--- config.mk ---
export PLATFORM = sky130hd
export DESIGN_NAME = txclk_top
export DESIGN_NICKNAME = d
export VERILOG_FILES = /design/src/core/txclk_pkg.sv /design/src/core/txclk_phase_track.sv /design/src/core/txclk_top.sv
export VERILOG_INCLUDE_DIRS = /design/src /design/src/core
export SDC_FILE = /design/constraint.sdc
export NUM_CORES = 1
export LEC_CHECK = 0
export ABC_CLOCK_PERIOD_IN_PS = 4600
export BUFFER_PORTS_ARGS = -buffer_cell sky130_fd_sc_hd__buf_2
export CAP_MARGIN = 20
export CORE_ASPECT_RATIO = 1.75
export CORE_MARGIN = 4
export CORE_UTILIZATION = 47
export CTS_CLUSTER_SIZE = 20
export DETAILED_ROUTE_END_ITERATION = 16
export GPL_ROUTABILITY_DRIVEN = 0
export PLACE_DENSITY = 0.68
export SYNTH_ARGS = -nofsm -noshare
export SYNTH_HDL_FRONTEND = slang
export SYNTH_SLANG_ARGS = --single-unit
--- constraint.sdc ---
create_clock -name pclk -period 4.6 [get_ports pclk]
set_clock_uncertainty 0.05 [all_clocks]
set_input_delay 0.23 -clock pclk [delete_from_list [all_inputs] [get_ports pclk]]
set_output_delay 0.23 -clock pclk [all_outputs]
set_load 0.1 [all_outputs]
--- src/core/txclk_regs.svh ---
// register offsets, field positions, reset values and rate constants of the tx clock block
`ifndef TXCLK_REGS_SVH
`define TXCLK_REGS_SVH
`define TXCLK_OFF_CTRL      12'h000
`define TXCLK_OFF_STAT      12'h004
`define TXCLK_OFF_PHASE     12'h008
`define TXCLK_CTRL_RATE     0
`define TXCLK_CTRL_RXSEL    1
`define TXCLK_CTRL_TXSEL_LO 2
`define TXCLK_CTRL_TXSEL_HI 3
`define TXCLK_STAT_MULT_LO  0
`define TXCLK_STAT_MULT_HI  4
`define TXCLK_STAT_ADJUST   5
`define TXCLK_STAT_INVALID  6
`define TXCLK_STAT_BYPASS   7
`define TXCLK_CTRL_RESET    4'h0
`define TXCLK_MULT_LO       5'h0a
`define TXCLK_MULT_HI       5'h14
`define TXCLK_NUM_CH        4
`endif

--- src/core/txclk_pkg.sv ---
// types shared by the tx clock rate and phase select block
package txclk_pkg;
    // three-level input clock select, as seen after level decode
    typedef enum logic [1:0] {TXSEL_REF, TXSEL_OWN, TXSEL_CHA, TXSEL_RSVD} txclk_txsel_t;
    // state of one phase tracker
    typedef struct packed {
        logic [7:0] since_ref;  // cycles since last reference rise
        logic [7:0] phase;      // captured phase offset
    } txclk_trk_t;
endpackage

--- src/core/txclk_phase_track.sv ---
// one channel's phase tracker between reference rise and selected input clock rise
module txclk_phase_track
    import txclk_pkg::*;
(
    // clock and reset
    input  wire logic       pclk,
    input  wire logic       presetn,
    // edge events, already synchronised
    input  wire logic       ref_rise,
    input  wire logic       in_rise,
    // adjust window, high while alignment is open
    input  wire logic       adjust,
    // captured phase
    output logic [7:0]      phase
);
    txclk_trk_t s_r;  // registered state
    txclk_trk_t s_nxt;  // next state

    // count from reference rise, capture on input rise while adjusting
    always_comb begin
        s_nxt = s_r;
        if (ref_rise) begin
            s_nxt.since_ref = 8'h00;
        end else if (s_r.since_ref != 8'hff) begin
            // saturate so very slow clocks do not wrap into a bogus offset
            s_nxt.since_ref = s_r.since_ref + 8'h01;
        end
        if (adjust && in_rise) begin
            s_nxt.phase = s_r.since_ref;
        end
    end

    // state register
    always_ff @(posedge pclk or negedge presetn) begin
        if (!presetn) begin
            s_r <= '0;
        end else begin
            s_r <= s_nxt;
        end
    end

    assign phase = s_r.phase;

    AST_PHASE_HELD: assert property (@(posedge pclk) disable iff (!presetn)
        !adjust |=> $stable(s_r.phase))
        else $error("phase moved while locked");
endmodule // txclk_phase_track

--- src/core/txclk_top.sv ---
// tx clock rate select, rx interface clock copy and tx input clock phase alignment
// Operation
// - rate high gives serial clock twenty times reference
// - rate low gives serial clock ten times reference
// - reference rx mode, rate sets rx clock rate; here rx clocks copy the reference at the same rate in either rate setting
// - rate high: rx clocks copy half-rate reference; here they copy the full-rate reference
// - rate low: rx clocks copy full-rate reference
// - adjust phase while reset low, hold when high
// - input select picks reference, own, or channel a
// - character clock is reference, doubled when rate high
// - phase reset ignored when select and rate low
//
// The placing of the registers and the APB interface to the registers were decided locally.
`include "txclk_regs.svh"
module txclk_top
    import txclk_pkg::*;
(
    // apb clock and reset
    input  wire logic        pclk,
    input  wire logic        presetn,
    // apb slave
    input  wire logic        psel,
    input  wire logic        penable,
    input  wire logic        pwrite,
    input  wire logic [11:0] paddr,
    input  wire logic [31:0] pwdata,
    output logic [31:0]      prdata,
    output logic             pready,
    output logic             pslverr,
    // clock pins from outside, sampled
    input  wire logic        ref_input_clock,
    input  wire logic        tx_input_clock_a,
    input  wire logic        tx_input_clock_b,
    input  wire logic        tx_input_clock_c,
    input  wire logic        tx_input_clock_d,
    input  wire logic        tx_phase_reset_n,
    // generated clocks and pll setting
    output logic             tx_char_clock_out,
    output logic             rx_out_clock_a,
    output logic             rx_out_clock_c,
    output logic [4:0]       tx_pll_mult
);
    localparam int NCH = `TXCLK_NUM_CH;

    typedef struct packed {
        logic        tx_pll_rate_select;     // ctrl: rate select
        logic        rx_iface_clock_select;  // ctrl: 0 = reference drives rx interface
        logic [1:0]  tx_input_clock_select;  // ctrl: input register clock source
        logic        ref_m1;                 // synchroniser stage one
        logic        ref_m2;                 // synchroniser stage two
        logic        ref_d;                  // previous synchronised level
        logic [3:0]  tck_m1;                 // input clocks, stage one
        logic [3:0]  tck_m2;                 // input clocks, stage two
        logic [3:0]  tck_d;                  // previous synchronised levels
        logic        prst_m1;                // phase reset, stage one
        logic        prst_m2;                // phase reset, stage two
        logic        adjust;                 // alignment window open
        logic [7:0]  hp_cnt;                 // cycles in current reference half period
        logic [7:0]  hp_len;                 // last measured half period
        logic [7:0]  dbl_cnt;                // high time left in doubled clock
        logic        char_clk;               // character clock
        logic        rxa;                    // rx clock a
        logic        rxc;                    // rx clock c
        logic [4:0]  mult;                   // pll multiplier
        logic [31:0] rdata;                  // apb read data
        logic        rdy;                    // apb ready
        logic        err;                    // apb error
    } txclk_st_t;

    txclk_st_t  s_r;                  // registered state
    txclk_st_t  s_nxt;                // next state
    logic       ref_rise;             // reference rising edge pulse
    logic       ref_edge;             // either reference edge
    logic [3:0] tck_rise;             // input clock rising edge pulses
    logic [3:0] sel_rise;             // selected clock rise per channel
    logic [7:0] phase [NCH];          // captured phases
    logic       bypass;               // phase-align buffer bypassed
    logic       invalid;              // half-rate with input clocks selected

    // apb address match, used by the error path only; reads decode paddr directly
    function automatic logic hit(input logic [11:0] a);
        hit = (a == `TXCLK_OFF_CTRL) || (a == `TXCLK_OFF_STAT) || (a == `TXCLK_OFF_PHASE);
    endfunction

    // edges from second synchroniser stage only
    assign ref_rise = s_r.ref_m2 & ~s_r.ref_d;
    assign ref_edge = s_r.ref_m2 ^ s_r.ref_d;
    assign tck_rise = s_r.tck_m2 & ~s_r.tck_d;
    // no aligner when reference clocks the input register at full rate
    assign bypass   = (s_r.tx_input_clock_select == TXSEL_REF) && !s_r.tx_pll_rate_select;
    // flagged only; the host is expected never to set this up
    assign invalid  = (s_r.tx_input_clock_select != TXSEL_REF) && s_r.tx_pll_rate_select;

    // per-channel clock choice and tracker
    genvar g;
    generate
        for (g = 0; g < NCH; g++) begin : g_ch
            always_comb begin
                case (txclk_txsel_t'(s_r.tx_input_clock_select))
                    TXSEL_REF: sel_rise[g] = ref_rise;
                    TXSEL_OWN: sel_rise[g] = tck_rise[g];
                    TXSEL_CHA: sel_rise[g] = tck_rise[0];
                    default:   sel_rise[g] = ref_rise;        // reserved code acts as low
                endcase
            end
            txclk_phase_track u_trk (
                .pclk     (pclk),
                .presetn  (presetn),
                .ref_rise (ref_rise),
                .in_rise  (sel_rise[g]),
                .adjust   (s_r.adjust),
                .phase    (phase[g])
            );
        end
    endgenerate

    // next-state logic: synchronisers, clocks, alignment, apb
    always_comb begin
        s_nxt = s_r;
        // two-stage synchronisers
        s_nxt.ref_m1  = ref_input_clock;
        s_nxt.ref_m2  = s_r.ref_m1;
        s_nxt.ref_d   = s_r.ref_m2;
        s_nxt.tck_m1  = {tx_input_clock_d, tx_input_clock_c, tx_input_clock_b, tx_input_clock_a};
        s_nxt.tck_m2  = s_r.tck_m1;
        s_nxt.tck_d   = s_r.tck_m2;
        s_nxt.prst_m1 = tx_phase_reset_n;
        s_nxt.prst_m2 = s_r.prst_m1;
        // pll multiplier
        s_nxt.mult = s_r.tx_pll_rate_select ? `TXCLK_MULT_HI : `TXCLK_MULT_LO;
        // phase reset sampled on reference rise
        if (bypass) begin
            s_nxt.adjust = 1'b0;
        end else if (ref_rise) begin
            s_nxt.adjust = !s_r.prst_m2;
        end
        // reference half-period measure for the doubled clock
        if (ref_edge) begin
            s_nxt.hp_cnt = 8'h01;
            s_nxt.hp_len = s_r.hp_cnt;
        end else if (s_r.hp_cnt != 8'hff) begin
            s_nxt.hp_cnt = s_r.hp_cnt + 8'h01;
        end
        // character clock: copy at low rate, one pulse per reference edge at high rate
        if (!s_r.tx_pll_rate_select) begin
            s_nxt.char_clk = s_r.ref_m2;
            s_nxt.dbl_cnt  = 8'h00;
        end else if (ref_edge) begin
            // high for half a half-period; duty is only as good as the sampling grid
            s_nxt.dbl_cnt  = (s_r.hp_len > 8'h03) ? {1'b0, s_r.hp_len[7:1]} : 8'h01;
            s_nxt.char_clk = 1'b1;
        end else if (s_r.dbl_cnt > 8'h01) begin
            s_nxt.dbl_cnt  = s_r.dbl_cnt - 8'h01;
        end else begin
            s_nxt.dbl_cnt  = 8'h00;
            s_nxt.char_clk = 1'b0;
        end
        // rx clocks copy reference in either rate; otherwise recovered clocks live elsewhere
        if (!s_r.rx_iface_clock_select) begin
            s_nxt.rxa = s_r.ref_m2;
            s_nxt.rxc = s_r.ref_m2;
        end else begin
            s_nxt.rxa = 1'b0;
            s_nxt.rxc = 1'b0;
        end
        // apb: answer ready in the access cycle, zero wait states
        s_nxt.rdy = psel && !penable;
        s_nxt.err = psel && !penable && !hit(paddr);
        s_nxt.rdata = 32'h0000_0000;
        if (psel && !penable && !pwrite) begin
            if (paddr == `TXCLK_OFF_CTRL) begin
                s_nxt.rdata[`TXCLK_CTRL_RATE]  = s_r.tx_pll_rate_select;
                s_nxt.rdata[`TXCLK_CTRL_RXSEL] = s_r.rx_iface_clock_select;
                s_nxt.rdata[`TXCLK_CTRL_TXSEL_HI:`TXCLK_CTRL_TXSEL_LO] =
                    s_r.tx_input_clock_select;
            end else if (paddr == `TXCLK_OFF_STAT) begin
                s_nxt.rdata[`TXCLK_STAT_MULT_HI:`TXCLK_STAT_MULT_LO] = s_r.mult;
                s_nxt.rdata[`TXCLK_STAT_ADJUST]  = s_r.adjust;
                s_nxt.rdata[`TXCLK_STAT_INVALID] = invalid;
                s_nxt.rdata[`TXCLK_STAT_BYPASS]  = bypass;
            end else if (paddr == `TXCLK_OFF_PHASE) begin
                s_nxt.rdata = {phase[3], phase[2], phase[1], phase[0]};
            end
        end
        // write at the completing access edge
        if (psel && penable && pwrite && s_r.rdy && (paddr == `TXCLK_OFF_CTRL)) begin
            s_nxt.tx_pll_rate_select    = pwdata[`TXCLK_CTRL_RATE];
            s_nxt.rx_iface_clock_select = pwdata[`TXCLK_CTRL_RXSEL];
            s_nxt.tx_input_clock_select = pwdata[`TXCLK_CTRL_TXSEL_HI:`TXCLK_CTRL_TXSEL_LO];
        end
    end

    // state register
    always_ff @(posedge pclk or negedge presetn) begin
        if (!presetn) begin
            s_r <= '0;
            s_r.mult <= `TXCLK_MULT_LO;
            // phase reset pin idles high; a low reset value would fake a request
            s_r.prst_m1 <= 1'b1;
            s_r.prst_m2 <= 1'b1;
        end else begin
            s_r <= s_nxt;
        end
    end

    // outputs straight from flops
    assign prdata            = s_r.rdata;
    assign pready            = s_r.rdy;
    assign pslverr           = s_r.err;
    assign tx_char_clock_out = s_r.char_clk;
    assign rx_out_clock_a    = s_r.rxa;
    assign rx_out_clock_c    = s_r.rxc;
    assign tx_pll_mult       = s_r.mult;

    AST_MULT_HI: assert property (@(posedge pclk) disable iff (!presetn)
        s_r.tx_pll_rate_select |=> (tx_pll_mult == `TXCLK_MULT_HI))
        else $error("multiplier not twenty");
    AST_MULT_LO: assert property (@(posedge pclk) disable iff (!presetn)
        !s_r.tx_pll_rate_select |=> (tx_pll_mult == `TXCLK_MULT_LO))
        else $error("multiplier not ten");
    AST_RX_COPY: assert property (@(posedge pclk) disable iff (!presetn)
        !s_r.rx_iface_clock_select |=> (rx_out_clock_a == $past(s_r.ref_m2, 1))
            && (rx_out_clock_c == rx_out_clock_a))
        else $error("rx clocks do not follow reference");
    AST_RX_HALF: assert property (@(posedge pclk) disable iff (!presetn)
        (!s_r.rx_iface_clock_select && s_r.tx_pll_rate_select && ref_edge)
            |=> (rx_out_clock_a == s_r.ref_d) && (rx_out_clock_c == s_r.ref_d))
        else $error("half-rate rx clock mismatch");
    AST_RX_FULLRATE: assert property (@(posedge pclk) disable iff (!presetn)
        (!s_r.rx_iface_clock_select && !s_r.tx_pll_rate_select && ref_edge)
            |=> (rx_out_clock_a == s_r.ref_d) && (rx_out_clock_c == s_r.ref_d))
        else $error("full-rate rx clock mismatch");
    AST_RX_FULL: assert property (@(posedge pclk) disable iff (!presetn)
        s_r.rx_iface_clock_select |=> !rx_out_clock_a && !rx_out_clock_c)
        else $error("rx clocks driven outside reference mode");
    AST_ADJ_OPEN: assert property (@(posedge pclk) disable iff (!presetn)
        (ref_rise && !s_r.prst_m2 && !bypass) |=> s_r.adjust)
        else $error("alignment not opened");
    AST_ADJ_LOCK: assert property (@(posedge pclk) disable iff (!presetn)
        (ref_rise && s_r.prst_m2) ##1 !ref_rise [*2] |-> !s_r.adjust)
        else $error("alignment not locked");
    AST_SEL_CHA: assert property (@(posedge pclk) disable iff (!presetn)
        (s_r.tx_input_clock_select == TXSEL_CHA) |-> (sel_rise[1] == tck_rise[0])
            && (sel_rise[3] == tck_rise[0]))
        else $error("channel a clock not shared");
    AST_BYPASS: assert property (@(posedge pclk) disable iff (!presetn)
        bypass |=> !s_r.adjust)
        else $error("phase reset honoured in bypass");
    AST_CHAR_LO: assert property (@(posedge pclk) disable iff (!presetn)
        !s_r.tx_pll_rate_select |=> (tx_char_clock_out == $past(s_r.ref_m2, 1)))
        else $error("character clock not reference copy");
    AST_CHAR_DBL: assert property (@(posedge pclk) disable iff (!presetn)
        (s_r.tx_pll_rate_select && ref_edge) |=> tx_char_clock_out)
        else $error("doubled character clock missed an edge");
    AST_APB_RDY: assert property (@(posedge pclk) disable iff (!presetn)
        (psel && !penable) |=> pready ##1 !pready)
        else $error("apb ready not one access cycle");
endmodule // txclk_top

After elaboration in Yosys (flattened, before gate mapping):

Cells that the tools add are included.
Widths: inputs -> output; s select.

* reduce and logical (&&, ||, !) cells: 30
* bitwise gates (word level): 5
* order comparisons: 2
* equality and inequality tests: 10
* $add $sub $neg: 6
* mux-type cells: 29

Operator list (count)
* $mux 8: 12
* $mux 32: 2
* $add 8x1->8 const B: 5
* $ne 8x8->1 const B: 5
* $mux 28: 1
* $mux 24: 1
* $mux 9: 2
* $reduce_bool 2->1: 7
* $logic_and 1x1->1: 13
* $eq 12x3->1 const B: 1
* $eq 12x4->1 const B: 1
* $logic_not 12->1: 1
* $gt 8x1->1 const B: 1
* $gt 8x2->1 const B: 1
* $sub 8x1->8 const B: 1
* $mux 7: 1
* $pmux 1 s2: 3
* $logic_not 1->1: 5
* $mux 5: 1
* $and 4x4->4: 1
* $mux 1: 4
* $mux 4: 1
* $not 4->4: 1
* $ne 3x3->1 const B: 1
* other kinds (9): 10

* word-level logic and storage cells: 112
* output and inout bits: 42
* register bits: 152

Longest topological paths before layout:

* word-level depth: 5
* mapped depth: 6
* mapped depth without buffers: 5

Modules after synthesis:

A second synthesis with hierarchy kept.

* cell total of the unflattened synthesis: 593
* area, all modules: 6819.0 um2

Modules (own cells, without submodules)
* txclk_top: cells an instance 329, sequential area each 2080.7 um2, instances 1, area each 3641.0 um2
* txclk_phase_track: cells an instance 66, sequential area each 400.4 um2, instances 4, area each 794.5 um2

Worst setup path after synthesis:

Ideal clock, no wire load.

* path type: register to register
* start point: register s_r[84] (netlist name)
* end point: register g_ch[3].u_trk.s_r (netlist bit g_ch[3].u_trk.phase[0])
* library setup time: 0.125 ns
* data required time: 4.425 ns
* buffers on the path: 1
* period minus slack after synthesis: 1.903 ns
* path slack: 2.697 ns
* cell stages (with the launch flop): 7
* arrival: 1.728 ns
* cell sequence: dfrtp_1 > inv_1 > ha_1 > buf_2 > o21ai_1 > a31oi_2 > mux2_2

* cells in the longest elaborated chain, start to end: 3

RTL lines
* from (decl): RTL line txclk_top.sv:70 `txclk_st_t s_r;`
* from (signal assigned): RTL line txclk_top.sv:202 `s_r <= s_nxt;`
* $eq 2x2->1 / $eq 2x1->1 (equally long branches): RTL line txclk_top.sv:99 `case (txclk_txsel_t'(s_r.tx_input_clock_select))`
* $pmux 1 s2 *: RTL line txclk_top.sv:99
* $logic_and 1x1->1 *: RTL line txclk_phase_track.sv:28 `if (adjust && in_rise) begin`
* to (signal assigned): RTL line txclk_phase_track.sv:38 `s_r <= s_nxt;`
* to (decl): RTL line txclk_phase_track.sv:16 `txclk_trk_t s_r;`

Every way passes the cells marked *; elsewhere a longest branch is shown, timed or not.
A chain may end at the register's enable or synchronous reset.

Worst setup path after layout:

* start point: register s_r (netlist bit s_nxt[81])
* end point: register g_ch[2].u_trk.s_r (netlist bit g_ch[2].u_trk.phase[3])

* cells in the longest elaborated chain, start to end: 3

RTL lines
* $and 1x1->1: RTL line txclk_top.sv:86 `assign ref_rise = s_r.ref_m2 & ~s_r.ref_d;`
* $pmux 1 s2: RTL line txclk_top.sv:99
* $logic_and 1x1->1: RTL line txclk_phase_track.sv:28
* to (signal assigned): RTL line txclk_phase_track.sv:38
* to (decl): RTL line txclk_phase_track.sv:16

No other way between the ends.

==> run_results.csv <==
group,metric,value,unit
detailed_routing,via_per_inst,5.385,
clock_network,cts_buffers,17,
detailed_routing,finalWirelength,12.20,mm
cells_and_area,instances_no_fill,798,
worst_hold_path,min_to,"s_r[87]",
timing,slew_headroom,0.3662,
synth,synth-async-reset-ratio,1.000,
setup_path,crit_required,4860,ps
timing,drv_slew,0,
global_route,grt_pass1_wl,21.22,mm
detailed_routing,ant_nets,0,
synth,ys_ff_latch,147,
clock_network,cts.sinks,147,
power,ir_drop,0.2655,mV
worst_hold_path,hold_path_depth,2,
cells_and_area,final_nets,677,
clock_network,post_cts_buffers,0,
cells_and_area,fin_util,0.5499,
setup_path,crit_start,"s_nxt[81]",
synth,synthDistinctLibCells,52,
clock_network,cts_buffer_depth,2,
detailed_routing,wl_per_cell,15.29,um
global_route,met1_usage,0.1942,
die,start_util,0.4821,
global_route,grt_overflow,0,
timing,setup_viol_count_final,0,
timing,clock.fmax,0.4438,GHz
synth,synthXorXnorAreaFrac,0.005373,
die,rows,56,
cells_and_area,seq_area,3682,um2
setup_path,ff2ff_path_depth,5,
timing,hold_slack,18.48,ps
synth,yosys-top-cells-area,"dfrtp_1, mux2_2, buf_4",
synth,synth_fp_nets,637,
timing,min_period_over_period,0.4898,
setup_path,timing.rr.end,"g_ch[2].u_trk.phase[3]",
clock_network,root_buffer,"clkbuf_16",
synth,synthCells,571,
synth,yosys.area_share.simple,0.1407,
global_route,grt_util_met3,0.04675,
synth,synth-adder-area-share,0.02111,
global_route,antenna_found_initial,0,
clock_network,cts_tree,"done",
synth,netlist.top_cell.by_area,"dfrtp_1",
synth,synth_edf_count,0,
setup_path,path_class,"flip-flop to flip-flop",
placement,io_buffers,67,
placement,dpl.cell_count,755,
clock_network,path_clk_slew,60,ps
die,die_h,163.8,um
setup_path,setup.worst_path.end_class,"flip-flop",
synth,synth-main-ff-cell,"dfrtp_1",
global_route,first_global_vias,4435,
power,finalPower,3.070,mW
cells_and_area,multi_input_area,2333,um2
placement,pre_cts_slack,2318,ps
cells_and_area,num_antenna_cells,0,
global_route,busiest_layer,"met2",
cells_and_area,stdcell_area,7436,um2
clock_network,clk_latency,420,ps
timing,period_minus_slack,2253,ps
clock_network,htree_levels,4,
placement,post-dp-hpwl,8.388,mm
synth,yosys_warnings,0,
die,core_area,13520,um2
cells_and_area,fill_cells,1127,
worst_hold_path,hold_path_class,"primary input to flip-flop",
global_route,grt_util_all_layers,0.1648,
timing,setup_ws,2347,ps
setup_path,worstPathMaxFanout,34,
setup_path,rr_startpoint,"s_nxt[81]",
synth,synth_top_area_share,0.5527,
synth,synth_area_per_cell,11.42,um2
cells_and_area,drive_above_1_share,0.2596,
die,dieArea,15900,um2
die,io_pins,97,
timing,hold_viol,0,
run,maxCapViolCount,0,
setup_path,setup.worst_path.start_class,"flip-flop",
setup_path,ff2ff_setup_slack,2350,ps
power,power_density,412.9,nW/um2
detailed_routing,drtPass1Iterations,4,
detailed_routing,drt_iter0_markers,192,
global_route,grt_max_degree,111,
placement,place_area,6733,um2
setup_path,critPathArrivalTime,2510,ps
timing,tns,0,ps
global_route,grt_use_met2,0.2811,
synth,synth_top_family_by_area,"simple AND/OR/NAND/NOR gates",
power,leakage,3.474,nW
cells_and_area,area_growth,14.05,%
die,fp.dieW,97.04,um
synth,synth_most_common_cell,"dfrtp_1",
detailed_routing,vias,4297,
timing,rsz0062_at_grt,"false",
synth,yosys-mux-area-fraction,0.09000,
synth,ys_seq_area_frac,0.5648,
synth,synth_compound_area_frac,0.1002,
timing,tightest_slew,950.7,ps
run_status,status,"completed",
worst_hold_path,min_from,"pwdata[0]",
synth,syn_area,6520,um2
detailed_routing,drcViolationCount,0,
synth,synth_commonest_cells,"dfrtp_1, nor3_1, mux2_2",
-- kinds of logic (layout without fill, tap and decap cells) --
kind of cell    after synthesis  count (layout)
buf+inv                      96             149
simple gates                166             166
fa+ha+maj                    11              11
xor+xnor                      4               4
other cells                   1               1
flops                       147             147
compound gates               93              93
mux                          53              53
-- power by group --
part / internal (mW) / total [mW] / switching, mW
clock: 0.814 / 1.38 / 0.564
sequential: 1.36 / 1.47 / 0.103
combinational: 0.0892 / 0.224 / 0.135
total: 2.27 / 3.07 / 0.802
-- worst max-delay path, cell delays in order (launching register included) --
cell and delay, ps:
dfrtp_1 380, ha_1 160, buf_4 340, o21ai_1 240, a31oi_2 550, mux2_2 400
-- cell type report --
| type | instances | area share |
|---|---|---|
| Clock buffer | 18 | 0.05772 |
| Clock inverter | 14 | 0.02204 |
| Inverter | 36 | 0.01817 |
| Multi-Input combinational cell | 328 | 0.3138 |
| Sequential cell | 147 | 0.4952 |
| Tap cell | 174 | 0.02928 |
| Timing Repair Buffer | 81 | 0.06377 |
-- cell usage in the layout (no fill, tap or decap), types with 7 or more instances in the layout --
cell / instances
a211oi_1: 9
a21oi_1: 22
a31oi_1: 10
buf_2: 66
clkbuf_16: 17
dfrtp_1: 144
dlygate4sd3_1: 11
ha_1: 11
inv_1: 36
inv_6: 7
mux2_2: 45
mux2i_1: 8
nand2_1: 31
nand3_1: 13
nand4_1: 11
nor2_1: 11
nor2b_1: 9
nor3_1: 47
o21ai_0: 12
-- per-layer routing --
| metal | wire (um) | up-vias |
|---|---|---|
| li1 | - | 2088 |
| met5 | 0 | - |
| met3 | 656 | 23 |
| met4 | 232 | 0 |
| met1 | 4963 | 2053 |
| met2 | 6351 | 133 |
-- repair_timing --
| action | 4_1_cts | 5_1_grt |
|---|---|---|
| resized for setup | 0 | 0 |
| hold buffers | 11 | 0 |
| hold endpoints to repair | 117 | 0 |
-- worst max path at each step --
stage / cells past startpoint / to / slack [ps]
5_1_grt: 4 / s_r[48] / 2190
4_1_cts: 5 / g_ch[2].u_trk.phase[2] / 2310
2_1_floorplan: 6 / g_ch[3].u_trk.phase[0] / 2700
3_3_place_gp: 6 / g_ch[2].u_trk.phase[1] / 2360
6_report: 5 / g_ch[2].u_trk.phase[3] / 2350
3_5_place_dp: 5 / g_ch[2].u_trk.phase[2] / 2320
-- flip-flops by register name (all words and copies together), names as in the netlist --
name / flops
s_r: 34
g_ch.u_trk.phase: 32
g_ch.u_trk.s_r: 32
prdata: 32
s_nxt: 11
tx_pll_mult: 2
pready: 1
pslverr: 1
rx_out_clock_a: 1
tx_char_clock_out: 1
No activity file was read; power rests on OpenSTA's default activity.
